## src/design/timer_pkg.sv

```systemverilog
// Constants, register map and a shared step function for the timer pair block
package timer_pkg;

    // ******************************************************
    // Register addresses
    // ******************************************************
    localparam logic [7:0] ADDR_TIMER_CONTROL = 8'h88;
    localparam logic [7:0] ADDR_TIMER_MODE    = 8'h89;
    localparam logic [7:0] ADDR_TL0           = 8'h8a;
    localparam logic [7:0] ADDR_TL1           = 8'h8b;
    localparam logic [7:0] ADDR_TH0           = 8'h8c;
    localparam logic [7:0] ADDR_TH1           = 8'h8d;
    localparam logic [7:0] ADDR_IRQ_STATUS    = 8'hf8;
    localparam logic [7:0] ADDR_IRQ_MASK      = 8'hf9;

    // ******************************************************
    // Field positions
    // ******************************************************
    localparam int TC_TIMER1_OVF  = 7;
    localparam int TC_TIMER1_RUN  = 6;
    localparam int TC_TIMER0_OVF  = 5;
    localparam int TC_TIMER0_RUN  = 4;
    localparam int TC_EXT1_FLAG   = 3;
    localparam int TC_EXT1_EDGE   = 2;
    localparam int TC_EXT0_FLAG   = 1;
    localparam int TC_EXT0_EDGE   = 0;
    localparam int TM_TIMER1_GATE = 7;
    localparam int TM_TIMER1_SRC  = 6;
    localparam int TM_TIMER1_MODE = 4;
    localparam int TM_TIMER0_GATE = 3;
    localparam int TM_TIMER0_SRC  = 2;
    localparam int TM_TIMER0_MODE = 0;

    // Interrupt status bits and sampled pin indices
    localparam int IRQ_TIMER0 = 0;
    localparam int IRQ_TIMER1 = 1;
    localparam int IRQ_EXT0   = 2;
    localparam int IRQ_EXT1   = 3;
    localparam int PIN_EXT0   = 0;
    localparam int PIN_EXT1   = 1;
    localparam int PIN_CNT0   = 2;
    localparam int PIN_CNT1   = 3;
    localparam int PIN_COUNT  = 4;

    // ******************************************************
    // Reset values
    // ******************************************************
    localparam logic [7:0] REG_RESET  = 8'h00;
    localparam logic [3:0] IRQ_RESET  = 4'h0;
    localparam logic [3:0] PIN_RESET  = 4'hf;

    // ******************************************************
    // Modes
    // ******************************************************
    typedef enum logic [1:0]
    {
        MODE_13BIT  = 2'h0,
        MODE_16BIT  = 2'h1,
        MODE_RELOAD = 2'h2,
        MODE_SPLIT  = 2'h3
    } timer_mode_t;

    // One count step: returns {overflow, high byte, low byte}
    function automatic logic [16:0] timer_step(input timer_mode_t mode,
                                               input logic [7:0]  th,
                                               input logic [7:0]  tl);
        logic [13:0] c13;
        logic [16:0] c16;
        logic [8:0]  c8;
        c13 = {1'b0, th, tl[4:0]} + 14'h0001;
        c16 = {1'b0, th, tl} + 17'h00001;
        c8  = {1'b0, tl} + 9'h001;
        case (mode)
            MODE_13BIT:  timer_step = {c13[13], c13[12:5], tl[7:5], c13[4:0]};
            MODE_16BIT:  timer_step = c16;
            MODE_RELOAD: timer_step = {c8[8], th, (c8[8] ? th : c8[7:0])};
            default:     timer_step = {c8[8], th, c8[7:0]};
        endcase
    endfunction

endpackage

```

## src/design/timer_pair.sv

```systemverilog
// Two timer/counters with control, mode and external interrupt flag logic
//
// Design decision made here: the strobed register port.
`timescale 1ns/1ps
module timer_pair
    import timer_pkg::*;
(
    input  wire logic       i_mclk,
    input  wire logic       i_rst,
    input  wire logic       i_ce,
    input  wire logic [7:0] i_addr,
    input  wire logic [7:0] i_wdata,
    input  wire logic       i_wr,
    input  wire logic       i_rd,
    output logic      [7:0] o_rdata,
    input  wire logic       i_ext_irq0_pin_n,
    input  wire logic       i_ext_irq1_pin_n,
    input  wire logic       i_counter_zero_pin,
    input  wire logic       i_counter_one_pin,
    input  wire logic       i_ack_timer0,
    input  wire logic       i_ack_timer1,
    input  wire logic       i_ack_ext_irq0,
    input  wire logic       i_ack_ext_irq1,
    output logic            o_timer0_ovf_flag,
    output logic            o_timer1_ovf_flag,
    output logic            o_ext_irq0_flag,
    output logic            o_ext_irq1_flag,
    output logic            o_irq
);

    // ******************************************************
    // State
    // ******************************************************
    logic [7:0]  timer_control;
    logic [7:0]  timer_mode;
    logic [7:0]  timer0_low_byte;
    logic [7:0]  timer0_high_byte;
    logic [7:0]  timer1_low_byte;
    logic [7:0]  timer1_high_byte;
    logic [3:0]  irq_status;
    logic [3:0]  irq_mask;
    logic [7:0]  rdata;

    logic [7:0]  next_timer_control;
    logic [7:0]  next_timer_mode;
    logic [7:0]  next_timer0_low_byte;
    logic [7:0]  next_timer0_high_byte;
    logic [7:0]  next_timer1_low_byte;
    logic [7:0]  next_timer1_high_byte;
    logic [3:0]  next_irq_status;
    logic [3:0]  next_irq_mask;
    logic [7:0]  next_rdata;

    logic [3:0]  pin_level;
    logic [3:0]  pin_fall;

    timer_mode_t mode0;
    timer_mode_t mode1;
    logic        split;
    logic        en0;
    logic        en1;
    logic        inc0;
    logic        inc1;
    logic        inc_high0;
    logic [16:0] step0;
    logic [16:0] step1;
    logic [8:0]  step_high0;
    logic        ovf0;
    logic        ovf1;
    logic        ev_ext0;
    logic        ev_ext1;
    logic [3:0]  events;

    // ******************************************************
    // Helpers shared by both timers and both pins
    // ******************************************************
    // Run bit, gated by a high interrupt pin when gating is on
    function automatic logic gated_run(input logic run,
                                       input logic gate,
                                       input logic pin_high);
        gated_run = run && (!gate || pin_high);
    endfunction

    // Pin event: a fall in edge mode, a low sample in level mode
    function automatic logic pin_event(input logic edge_sel,
                                       input logic fall,
                                       input logic pin_high);
        pin_event = edge_sel ? fall : !pin_high;
    endfunction

    // ******************************************************
    // Pin sampling
    // ******************************************************
    pin_sampler #(
        .WIDTH (PIN_COUNT)
    ) u_pins (
        .i_mclk  (i_mclk),
        .i_rst   (i_rst),
        .i_ce    (i_ce),
        .i_pins  ({i_counter_one_pin, i_counter_zero_pin,
                   i_ext_irq1_pin_n, i_ext_irq0_pin_n}),
        .o_level (pin_level),
        .o_fall  (pin_fall)
    );

    // ******************************************************
    // Count enables and steps
    // ******************************************************
    always_comb
    begin
        mode0 = timer_mode_t'(timer_mode[TM_TIMER0_MODE +: 2]);
        mode1 = timer_mode_t'(timer_mode[TM_TIMER1_MODE +: 2]);
        split = (mode0 == MODE_SPLIT);
        en0 = gated_run(timer_control[TC_TIMER0_RUN],
                        timer_mode[TM_TIMER0_GATE],
                        pin_level[PIN_EXT0]);
        en1 = gated_run(timer_control[TC_TIMER1_RUN],
                        timer_mode[TM_TIMER1_GATE],
                        pin_level[PIN_EXT1]);
        inc0 = en0 && (timer_mode[TM_TIMER0_SRC] ? pin_fall[PIN_CNT0] : 1'b1);
        inc1 = en1 && (timer_mode[TM_TIMER1_SRC] ? pin_fall[PIN_CNT1] : 1'b1)
               && (mode1 != MODE_SPLIT);
        // Split high byte: internal clock, timer 1 run bit only
        inc_high0 = split && timer_control[TC_TIMER1_RUN];
        step0 = timer_step(mode0, timer0_high_byte, timer0_low_byte);
        step1 = timer_step(mode1, timer1_high_byte, timer1_low_byte);
        step_high0 = {1'b0, timer0_high_byte} + 9'h001;
        ovf0 = inc0 && step0[16];
        ovf1 = (inc1 && step1[16]) || (inc_high0 && step_high0[8]);
    end

    // ******************************************************
    // Register and flag next values
    // ******************************************************
    always_comb
    begin
        next_timer_control    = timer_control;
        next_timer_mode       = timer_mode;
        next_timer0_low_byte  = timer0_low_byte;
        next_timer0_high_byte = timer0_high_byte;
        next_timer1_low_byte  = timer1_low_byte;
        next_timer1_high_byte = timer1_high_byte;
        next_irq_mask         = irq_mask;

        // Counting
        if (inc0)
        begin
            next_timer0_high_byte = step0[15:8];
            next_timer0_low_byte  = step0[7:0];
        end
        if (inc_high0)
        begin
            next_timer0_high_byte = step_high0[7:0];
        end
        if (inc1)
        begin
            next_timer1_high_byte = step1[15:8];
            next_timer1_low_byte  = step1[7:0];
        end

        // Software writes
        if (i_wr)
        begin
            case (i_addr)
                ADDR_TIMER_CONTROL: next_timer_control    = i_wdata;
                ADDR_TIMER_MODE:    next_timer_mode       = i_wdata;
                ADDR_TL0:           next_timer0_low_byte  = i_wdata;
                ADDR_TH0:           next_timer0_high_byte = i_wdata;
                ADDR_TL1:           next_timer1_low_byte  = i_wdata;
                ADDR_TH1:           next_timer1_high_byte = i_wdata;
                ADDR_IRQ_MASK:      next_irq_mask         = i_wdata[3:0];
                default:            next_irq_mask         = irq_mask;
            endcase
        end

        // Service entry clears, then hardware sets win
        if (i_ack_timer0)
        begin
            next_timer_control[TC_TIMER0_OVF] = 1'b0;
        end
        if (i_ack_timer1)
        begin
            next_timer_control[TC_TIMER1_OVF] = 1'b0;
        end
        if (ovf0)
        begin
            next_timer_control[TC_TIMER0_OVF] = 1'b1;
        end
        if (ovf1)
        begin
            next_timer_control[TC_TIMER1_OVF] = 1'b1;
        end

        // External interrupt 0
        if (timer_control[TC_EXT0_EDGE])
        begin
            if (i_ack_ext_irq0)
            begin
                next_timer_control[TC_EXT0_FLAG] = 1'b0;
            end
            if (pin_fall[PIN_EXT0])
            begin
                next_timer_control[TC_EXT0_FLAG] = 1'b1;
            end
        end
        else
        begin
            next_timer_control[TC_EXT0_FLAG] = !pin_level[PIN_EXT0];
        end

        // External interrupt 1
        if (timer_control[TC_EXT1_EDGE])
        begin
            if (i_ack_ext_irq1)
            begin
                next_timer_control[TC_EXT1_FLAG] = 1'b0;
            end
            if (pin_fall[PIN_EXT1])
            begin
                next_timer_control[TC_EXT1_FLAG] = 1'b1;
            end
        end
        else
        begin
            next_timer_control[TC_EXT1_FLAG] = !pin_level[PIN_EXT1];
        end

        // Sticky status, write one to clear, set wins
        ev_ext0 = pin_event(timer_control[TC_EXT0_EDGE], pin_fall[PIN_EXT0], pin_level[PIN_EXT0]);
        ev_ext1 = pin_event(timer_control[TC_EXT1_EDGE], pin_fall[PIN_EXT1], pin_level[PIN_EXT1]);
        events = 4'h0;
        events[IRQ_TIMER0] = ovf0;
        events[IRQ_TIMER1] = ovf1;
        events[IRQ_EXT0]   = ev_ext0;
        events[IRQ_EXT1]   = ev_ext1;
        next_irq_status = irq_status;
        if (i_wr && (i_addr == ADDR_IRQ_STATUS))
        begin
            next_irq_status = irq_status & ~i_wdata[3:0];
        end
        next_irq_status = next_irq_status | events;
    end

    // ******************************************************
    // Read data, standing for the cycle after the strobe only
    // ******************************************************
    always_comb
    begin
        next_rdata = 8'h00;
        if (i_rd)
        begin
            case (i_addr)
                ADDR_TIMER_CONTROL: next_rdata = timer_control;
                ADDR_TIMER_MODE:    next_rdata = timer_mode;
                ADDR_TL0:           next_rdata = timer0_low_byte;
                ADDR_TH0:           next_rdata = timer0_high_byte;
                ADDR_TL1:           next_rdata = timer1_low_byte;
                ADDR_TH1:           next_rdata = timer1_high_byte;
                ADDR_IRQ_STATUS:    next_rdata = {4'h0, irq_status};
                ADDR_IRQ_MASK:      next_rdata = {4'h0, irq_mask};
                default:            next_rdata = 8'h00;
            endcase
        end
    end

    always_ff @(posedge i_mclk)
    begin
        if (i_rst)
        begin
            rdata <= REG_RESET;
        end
        else if (i_ce)
        begin
            rdata <= next_rdata;
        end
    end

    // ******************************************************
    // Registers
    // ******************************************************
    always_ff @(posedge i_mclk)
    begin
        if (i_rst)
        begin
            timer_control    <= REG_RESET;
            timer_mode       <= REG_RESET;
            timer0_low_byte  <= REG_RESET;
            timer0_high_byte <= REG_RESET;
            timer1_low_byte  <= REG_RESET;
            timer1_high_byte <= REG_RESET;
            irq_status       <= IRQ_RESET;
            irq_mask         <= IRQ_RESET;
        end
        else if (i_ce)
        begin
            timer_control    <= next_timer_control;
            timer_mode       <= next_timer_mode;
            timer0_low_byte  <= next_timer0_low_byte;
            timer0_high_byte <= next_timer0_high_byte;
            timer1_low_byte  <= next_timer1_low_byte;
            timer1_high_byte <= next_timer1_high_byte;
            irq_status       <= next_irq_status;
            irq_mask         <= next_irq_mask;
        end
    end

    // ******************************************************
    // Outputs
    // ******************************************************
    assign o_rdata           = rdata;
    assign o_timer0_ovf_flag = timer_control[TC_TIMER0_OVF];
    assign o_timer1_ovf_flag = timer_control[TC_TIMER1_OVF];
    assign o_ext_irq0_flag   = timer_control[TC_EXT0_FLAG];
    assign o_ext_irq1_flag   = timer_control[TC_EXT1_FLAG];
    assign o_irq             = |(irq_status & irq_mask);

endmodule // timer_pair

```

## src/design/pin_sampler.sv

```systemverilog
// Synchronous sampling and falling-edge detection of input pins
`timescale 1ns/1ps
module pin_sampler
    import timer_pkg::*;
#(
    parameter int WIDTH = 4
)
(
    input  wire logic             i_mclk,
    input  wire logic             i_rst,
    input  wire logic             i_ce,
    input  wire logic [WIDTH-1:0] i_pins,
    output logic      [WIDTH-1:0] o_level,
    output logic      [WIDTH-1:0] o_fall
);

    logic [WIDTH-1:0] level;
    logic [WIDTH-1:0] prev;
    logic [WIDTH-1:0] next_level;
    logic [WIDTH-1:0] next_prev;

    // ******************************************************
    // Sampling
    // ******************************************************
    always_comb
    begin
        next_level = level;
        next_prev  = prev;
        if (i_ce)
        begin
            next_level = i_pins;
            next_prev  = level;
        end
    end

    always_ff @(posedge i_mclk)
    begin
        if (i_rst)
        begin
            level <= WIDTH'(PIN_RESET);
            prev  <= WIDTH'(PIN_RESET);
        end
        else
        begin
            level <= next_level;
            prev  <= next_prev;
        end
    end

    assign o_level = level;
    assign o_fall  = prev & ~level;

endmodule // pin_sampler

```

## config.mk

```make
export PLATFORM = sky130hd
export DESIGN_NAME = timer_pair
export DESIGN_NICKNAME = d
export VERILOG_FILES = /design/src/design/timer_pkg.sv /design/src/design/timer_pair.sv /design/src/design/pin_sampler.sv
export SDC_FILE = /design/constraint.sdc
export NUM_CORES = 1
export LEC_CHECK = 0
export BUFFER_PORTS_ARGS = -buffer_cell sky130_fd_sc_hd__buf_2
export CAP_MARGIN = 20
export CORE_ASPECT_RATIO = 0.7
export CORE_MARGIN = 2
export CORE_UTILIZATION = 40
export CTS_BUF_LIST = sky130_fd_sc_hd__clkbuf_4
export CTS_CLUSTER_DIAMETER = 80
export DETAILED_ROUTE_END_ITERATION = 12
export MAX_ROUTING_LAYER = met4
export SLEW_MARGIN = 30
export SYNTH_ARGS = -nofsm -noshare
export SYNTH_HDL_FRONTEND = slang
export SYNTH_SLANG_ARGS = --single-unit
```

## constraint.sdc

```tcl
create_clock -name i_mclk -period 2.63 [get_ports i_mclk]
set_input_delay 0.526 -clock i_mclk [delete_from_list [all_inputs] [get_ports i_mclk]]
set_output_delay 0.526 -clock i_mclk [all_outputs]
set_load 0.005 [all_outputs]
```

**After elaboration in Yosys (flattened, before gate mapping)**

Cells that the tools add are included.

- Bits in registers: 72

- Eq/ne operators: 18
- Add/sub/neg operators: 7
- Mux-type cells: 36
- Reductions and logical operators: 31
- Bitwise operators: 6

Operators with widths:

| operator | number |
|---|---|
| 2-to-1 mux 8 bit | 18 |
| case mux 17 bit (3 select lines) | 2 |
| equality test 8 bit (second input constant) | 8 |
| case mux 8 bit (8 select lines) | 1 |
| adder 16 x 1 -> 17 bit (second input constant) | 2 |
| adder 13 x 1 -> 14 bit (second input constant) | 2 |
| adder 8 x 1 -> 9 bit (second input constant) | 3 |
| AND reduction 3 bit | 7 |
| 2-to-1 mux 1 bit | 14 |
| AND 4 bit | 3 |
| nonzero test 3 bit | 4 |
| logical AND 1 bit | 10 |
| != test 4 x 2 -> 1 bit (second input constant) | 2 |
| != test 4 x 3 -> 1 bit (second input constant) | 2 |
| inverter 4 bit | 2 |
| equality test 2 bit (second input constant) | 3 |
| equality test 2 x 1 -> 1 bit (second input constant) | 2 |
| zero test 1 bit | 4 |
| zero test 2 bit | 2 |
| 2-to-1 mux 4 bit | 1 |
| OR 4 bit | 1 |
| OR reduction 4 bit | 1 |
| logical OR 1 bit | 3 |
| != test 2 bit (second input constant) | 1 |

**Longest topological paths before layout**

- Depth in word-level cells: 9
- Depth in mapped cells: 8

**Hierarchy**

From an unflattened synthesis, not the netlist that was laid out.

- Cells, all modules: 680
- Area, all modules: 5,119.9 um2

Modules (own cells, without submodules):

| module | area each (um2) | sequential area each (um2) | instances | cells an instance |
|---|---|---|---|---|
| timer_pair | 4,790.8 | 1,281.2 | 1 | 650 |
| pin_sampler | 329.1 | 160.2 | 1 | 30 |

**Least setup slack after synthesis**

OpenSTA, ideal clock, no wires.

- Path type: input port to flip-flop
- Start point: input i_addr[5]
- End point: register timer1_high_byte[2]
- Path buffers: 2
- Slack: 532 ps
- Library setup time: 136 ps
- Data arrival time: 1,962 ps
- Stages on the path: 6
- Cells stage by stage: or3_4 -> or4_4 -> buf_6 -> buf_6 -> o22ai_1 -> a211oi_2

- Word-level cells in the longest chain between the ends: 3

Ends and longest elaborated chain:

| item | line | text |
|---|---|---|
| start, declared | timer_pair.sv:11 | `input wire logic [7:0] i_addr,` |
| equality test 8 bit | timer_pair.sv:164 | `case (i_addr)` |
| 2-to-1 mux 8 bit | timer_pair.sv:164 |  |
| 2-to-1 mux 8 bit | timer_pair.sv:162 | `if (i_wr)` |
| end signal, assigned | timer_pair.sv:301 | `timer1_high_byte <= next_timer1_high_byte;` |
| end, declared | timer_pair.sv:39 | `logic [7:0] timer1_high_byte;` |

No other way between the ends.
A chain may end at the register's enable or synchronous reset.

**Worst setup path in the final report**

- Start point: register timer1_low_byte[0]
- End point: register timer1_low_byte[1]

- Word-level cells in the longest chain between the ends: 6
- Elaborated cells between the ends (all ways): 8
- Those cells by class: add/sub: 3; mux: 5

Ends and longest elaborated chain:

| item | line | text |
|---|---|---|
| start, declared | timer_pair.sv:38 | `logic [7:0] timer1_low_byte;` |
| start signal, assigned | timer_pair.sv:300 | `timer1_low_byte <= next_timer1_low_byte;` |
| adder 8 x 1 -> 9 bit | timer_pkg.sv:72 | `c8 = {1'b0, tl} + 9'h001;` |
| 2-to-1 mux 8 bit | timer_pkg.sv:76 | `MODE_RELOAD: timer_step = {c8[8], th, (c8[8] ? th : c8[7:0])};` |
| case mux 17 bit (3 select lines) * | timer_pkg.sv:73 | `case (mode)` |
| 2-to-1 mux 8 bit * | timer_pair.sv:155 | `if (inc1)` |
| 2-to-1 mux 8 bit | timer_pair.sv:164 |  |
| 2-to-1 mux 8 bit * | timer_pair.sv:162 |  |

Every way passes the cells marked *; elsewhere a longest branch is shown, timed or not.

==> run_results.csv <==
group,metric,value,unit
outcome,status,"finished, final reports clean",
sta,rsz0062_at_grt,"false",
synth,ys_ff_latch,72,
setup_path,critical_path_peak_fanout,9,
power,p_leak,0.00184,uW
die,boundaryPins,42,
cts,path_clk_slew,0.13,ns
cts,cts.htree.levels,3,
synth,async_reset_ff_frac,0,
synth,synth_area_leaders,"dfxtp_1 (29%), mux2i_1 (5.3%), o21ai_0 (5.1%)",
placed_design,dp_hpwl,12700,um
synth,synthTopCellsByCount,"dfxtp_1 (72), nand2_1 (61), nor2_1 (59)",
die,die_area,13200,sq um
hold_path,hp-class,"in2reg",
synth,yosysMostFrequentCell,"dfxtp_1",
power,peakVddDrop,0.203,mV
sta,min_period,2.36,ns
synth,ys_seq_area_frac,0.293,
layout,area_delta_synth_final,9.34,%
synth,ys_warn_count,0,
synth,synth_edf_count,0,
route,dr_total_vias,5365,
setup_path,end_kind,"flip-flop",
die,row_count,33,
placed_design,io_buffers,41,
synth,yosys_most_used_dff,"dfxtp_1",
global_routing,antenna_found_initial,1,
die,coreArea,11900,sq um
sta,slew_headroom,0.452,
setup_path,crit_path_max_incr_delay,0.53,ns
cts,cts_tree,"built",
cts,clk-insertion-delay-late,0.46,ns
global_routing,globalRouteTotalUtil,0.274,
layout,multi_input_area,3180,sq um
setup_path,critPathLaunchType,"flip-flop",
die,start_util,0.416,
cts,cts_resized,0,
synth,synth_fp_nets,681,
route,drt_iter0_drc,762,
synth,synth_top_cell_area_share,0.293,
sta,setup_viol,0,
cts,cts_made_buffers,9,
route,dr.pass1.iters,5,
global_routing,grt_pass1_vias,4670,
synth,synth_cells,649,
route,wirelength,17600,um
run,cap_violations,0,
layout,register_area,1440,sq um
layout,nets,702,
sta,clock.fmax,0.423,GHz
global_routing,grt_pass1_wl,27100,um
die,die_x,137,um
route,via_per_inst,6.45,
placed_design,place_congestion,0.979,
setup_path,critPathKind,"reg2reg",
sta,finClkSkew,0.0207,ns
setup_path,cp_slowest_cell,"dfxtp_1",
sta,tightest_slew,0.819,ns
layout,drive_gt1_frac,0.148,
sta,final_hold_viol_count,0,
route,drc,0,
die,die_h,96.9,um
sta,setup_tns,0,ns
layout,final_util,0.455,
synth,synth_largest_area_cell,"dfxtp_1",
setup_path,arrival,2.75,ns
cts,cts_setup_buffers,0,
route,drtAntennaViolNets,0,
global_routing,gr-total-overflow,0,
synth,synthDistinctLibCells,75,
power,power_density,387,nW/um^2
sta,post-route-period-util,0.899,
setup_path,crit_chain,"ha_1 > nand3_1 > nor3_2 > mux2i_1 > a211oi_1 > a21oi_1 > a211oi_1",
cts,ctsRootBufferMaster,"clkbuf_4",
cts,cts_buffer_depth,2,
cts,cts.sinks,72,
route,routedWlPerCell,21.2,um
setup_path,cpMostUsedCell,"a211oi_1",
layout,num-fill-cells,1207,
cts,postCtsHoldBufs,0,
sta,slew_violations,0,
global_routing,grt_start_max_net_pins,34,
synth,syn_area,4930,sq um
synth,syn_area_per_cell,7.59,sq um
setup_path,cp_data_required_time,3.02,ns
==> report_power, final <==
part           leakage, uW  switching [uW]  internal (uW)
Sequential        0.000584            31.0           1110
Clock            0.0000631             445            279
Combinational      0.00119             151           70.9
==> critical path: cells and delay by family, from the launching register on <==
kind                       cells  cell delay (ns)
and+or+nand+nor                2             0.76
DFF                            1             0.53
adders and majority gates      1             0.31
muxes                          1             0.16
AOI/OAI and AO/OA              3             0.55
==> metal layers <==
metal  vias up  track usage  part of all wire
met5         -            -                 0
met4         0       0.0745             0.014
met3        24       0.0791              0.12
met2       318        0.334              0.38
met1      2513        0.424              0.48
li1       2510            -                 -
==> cell families (layout without fill, tap and decap cells) <==
family,count (synthesis),after routing,share of synthesized area
AND/OR/NAND/NOR,245,245,0.263
AO/OA/AOI/OAI,229,229,0.314
flip-flops,72,72,0.293
buffers and inverters,70,95,0.0612
multiplexers,28,28,0.0574
adder cells (fa/ha/maj),4,4,0.00965
XOR/XNOR,1,1,0.00178
other,0,1,0
==> registers in the layout, summed over array words and instances (netlist names), 8 cells and up <==
register          count
o_rdata               8
timer0_high_byte      8
timer0_low_byte       8
timer1_high_byte      8
timer1_low_byte       8
timer_control         8
timer_mode            8
==> area by class of cell <==
| cell class | count | area share |
|---|---|---|
| sequential | 72 | 0.268 |
| timing repair buffer | 63 | 0.0687 |
| tap | 157 | 0.0365 |
| multi-input combinational | 507 | 0.591 |
| inverter | 17 | 0.0118 |
| antenna | 1 | 0.000464 |
| clock inverter | 6 | 0.0114 |
| clock buffer | 9 | 0.0125 |
==> worst paths after layout <==
path	startpoint	end	slack (ns)	cells after the start
min	i_counter_one_pin	u_pins.o_level[3]$_SDFFE_PP1P_	0.28	3
min reg2reg	o_rdata[6]$_SDFFE_PP0P_	o_rdata[6]$_SDFFE_PP0P_	0.48	2
max reg2reg	timer1_low_byte[0]$_SDFFE_PP0P_	timer1_low_byte[1]$_SDFFE_PP0P_	0.27	7
max	timer1_low_byte[0]$_SDFFE_PP0P_	timer1_low_byte[1]$_SDFFE_PP0P_	0.27	7
==> through the flow <==
stage	area, sq um	setup WS (ns)	std cells	hold WS, ns	total power (uW)
2_1_floorplan	4930	0.532	649	0.433	1280
4_1_cts	5390	0.308	831	0.253	2090
3_5_place_dp	5260	0.268	816	0.450	1380
5_1_grt	5390	0.0555	832	0.264	2150
3_3_place_gp	5260	0.290	816	0.436	1380
6_report	5390	0.266	832	0.276	2090
==> layout by cell type (no fill, tap or decap), types with 3 or more instances in the layout <==
master / instances
dfxtp_1: 72
nand2_1: 61
nor2_1: 59
o21ai_0: 50
a21oi_1: 46
buf_2: 41
nand3_1: 30
a22oi_1: 26
mux2i_1: 26
buf_4: 22
inv_1: 17
nor3_1: 16
a211oi_1: 15
a31oi_1: 13
nor2b_1: 12
o22ai_1: 10
nand4_1: 9
o211ai_1: 9
a32oi_1: 9
nand3b_1: 9
clkbuf_4: 9
and2_1: 7
and3_1: 5
nand2b_1: 5
or4_1: 5
a311oi_1: 4
nand4b_1: 4
a2111oi_0: 4
a22o_1: 4
o2111ai_1: 3
a211o_1: 3
o221ai_1: 3
or3_1: 3
a32o_1: 3
o31ai_1: 3
ha_1: 3
Note: power is estimated with default switching activity, not from simulation.
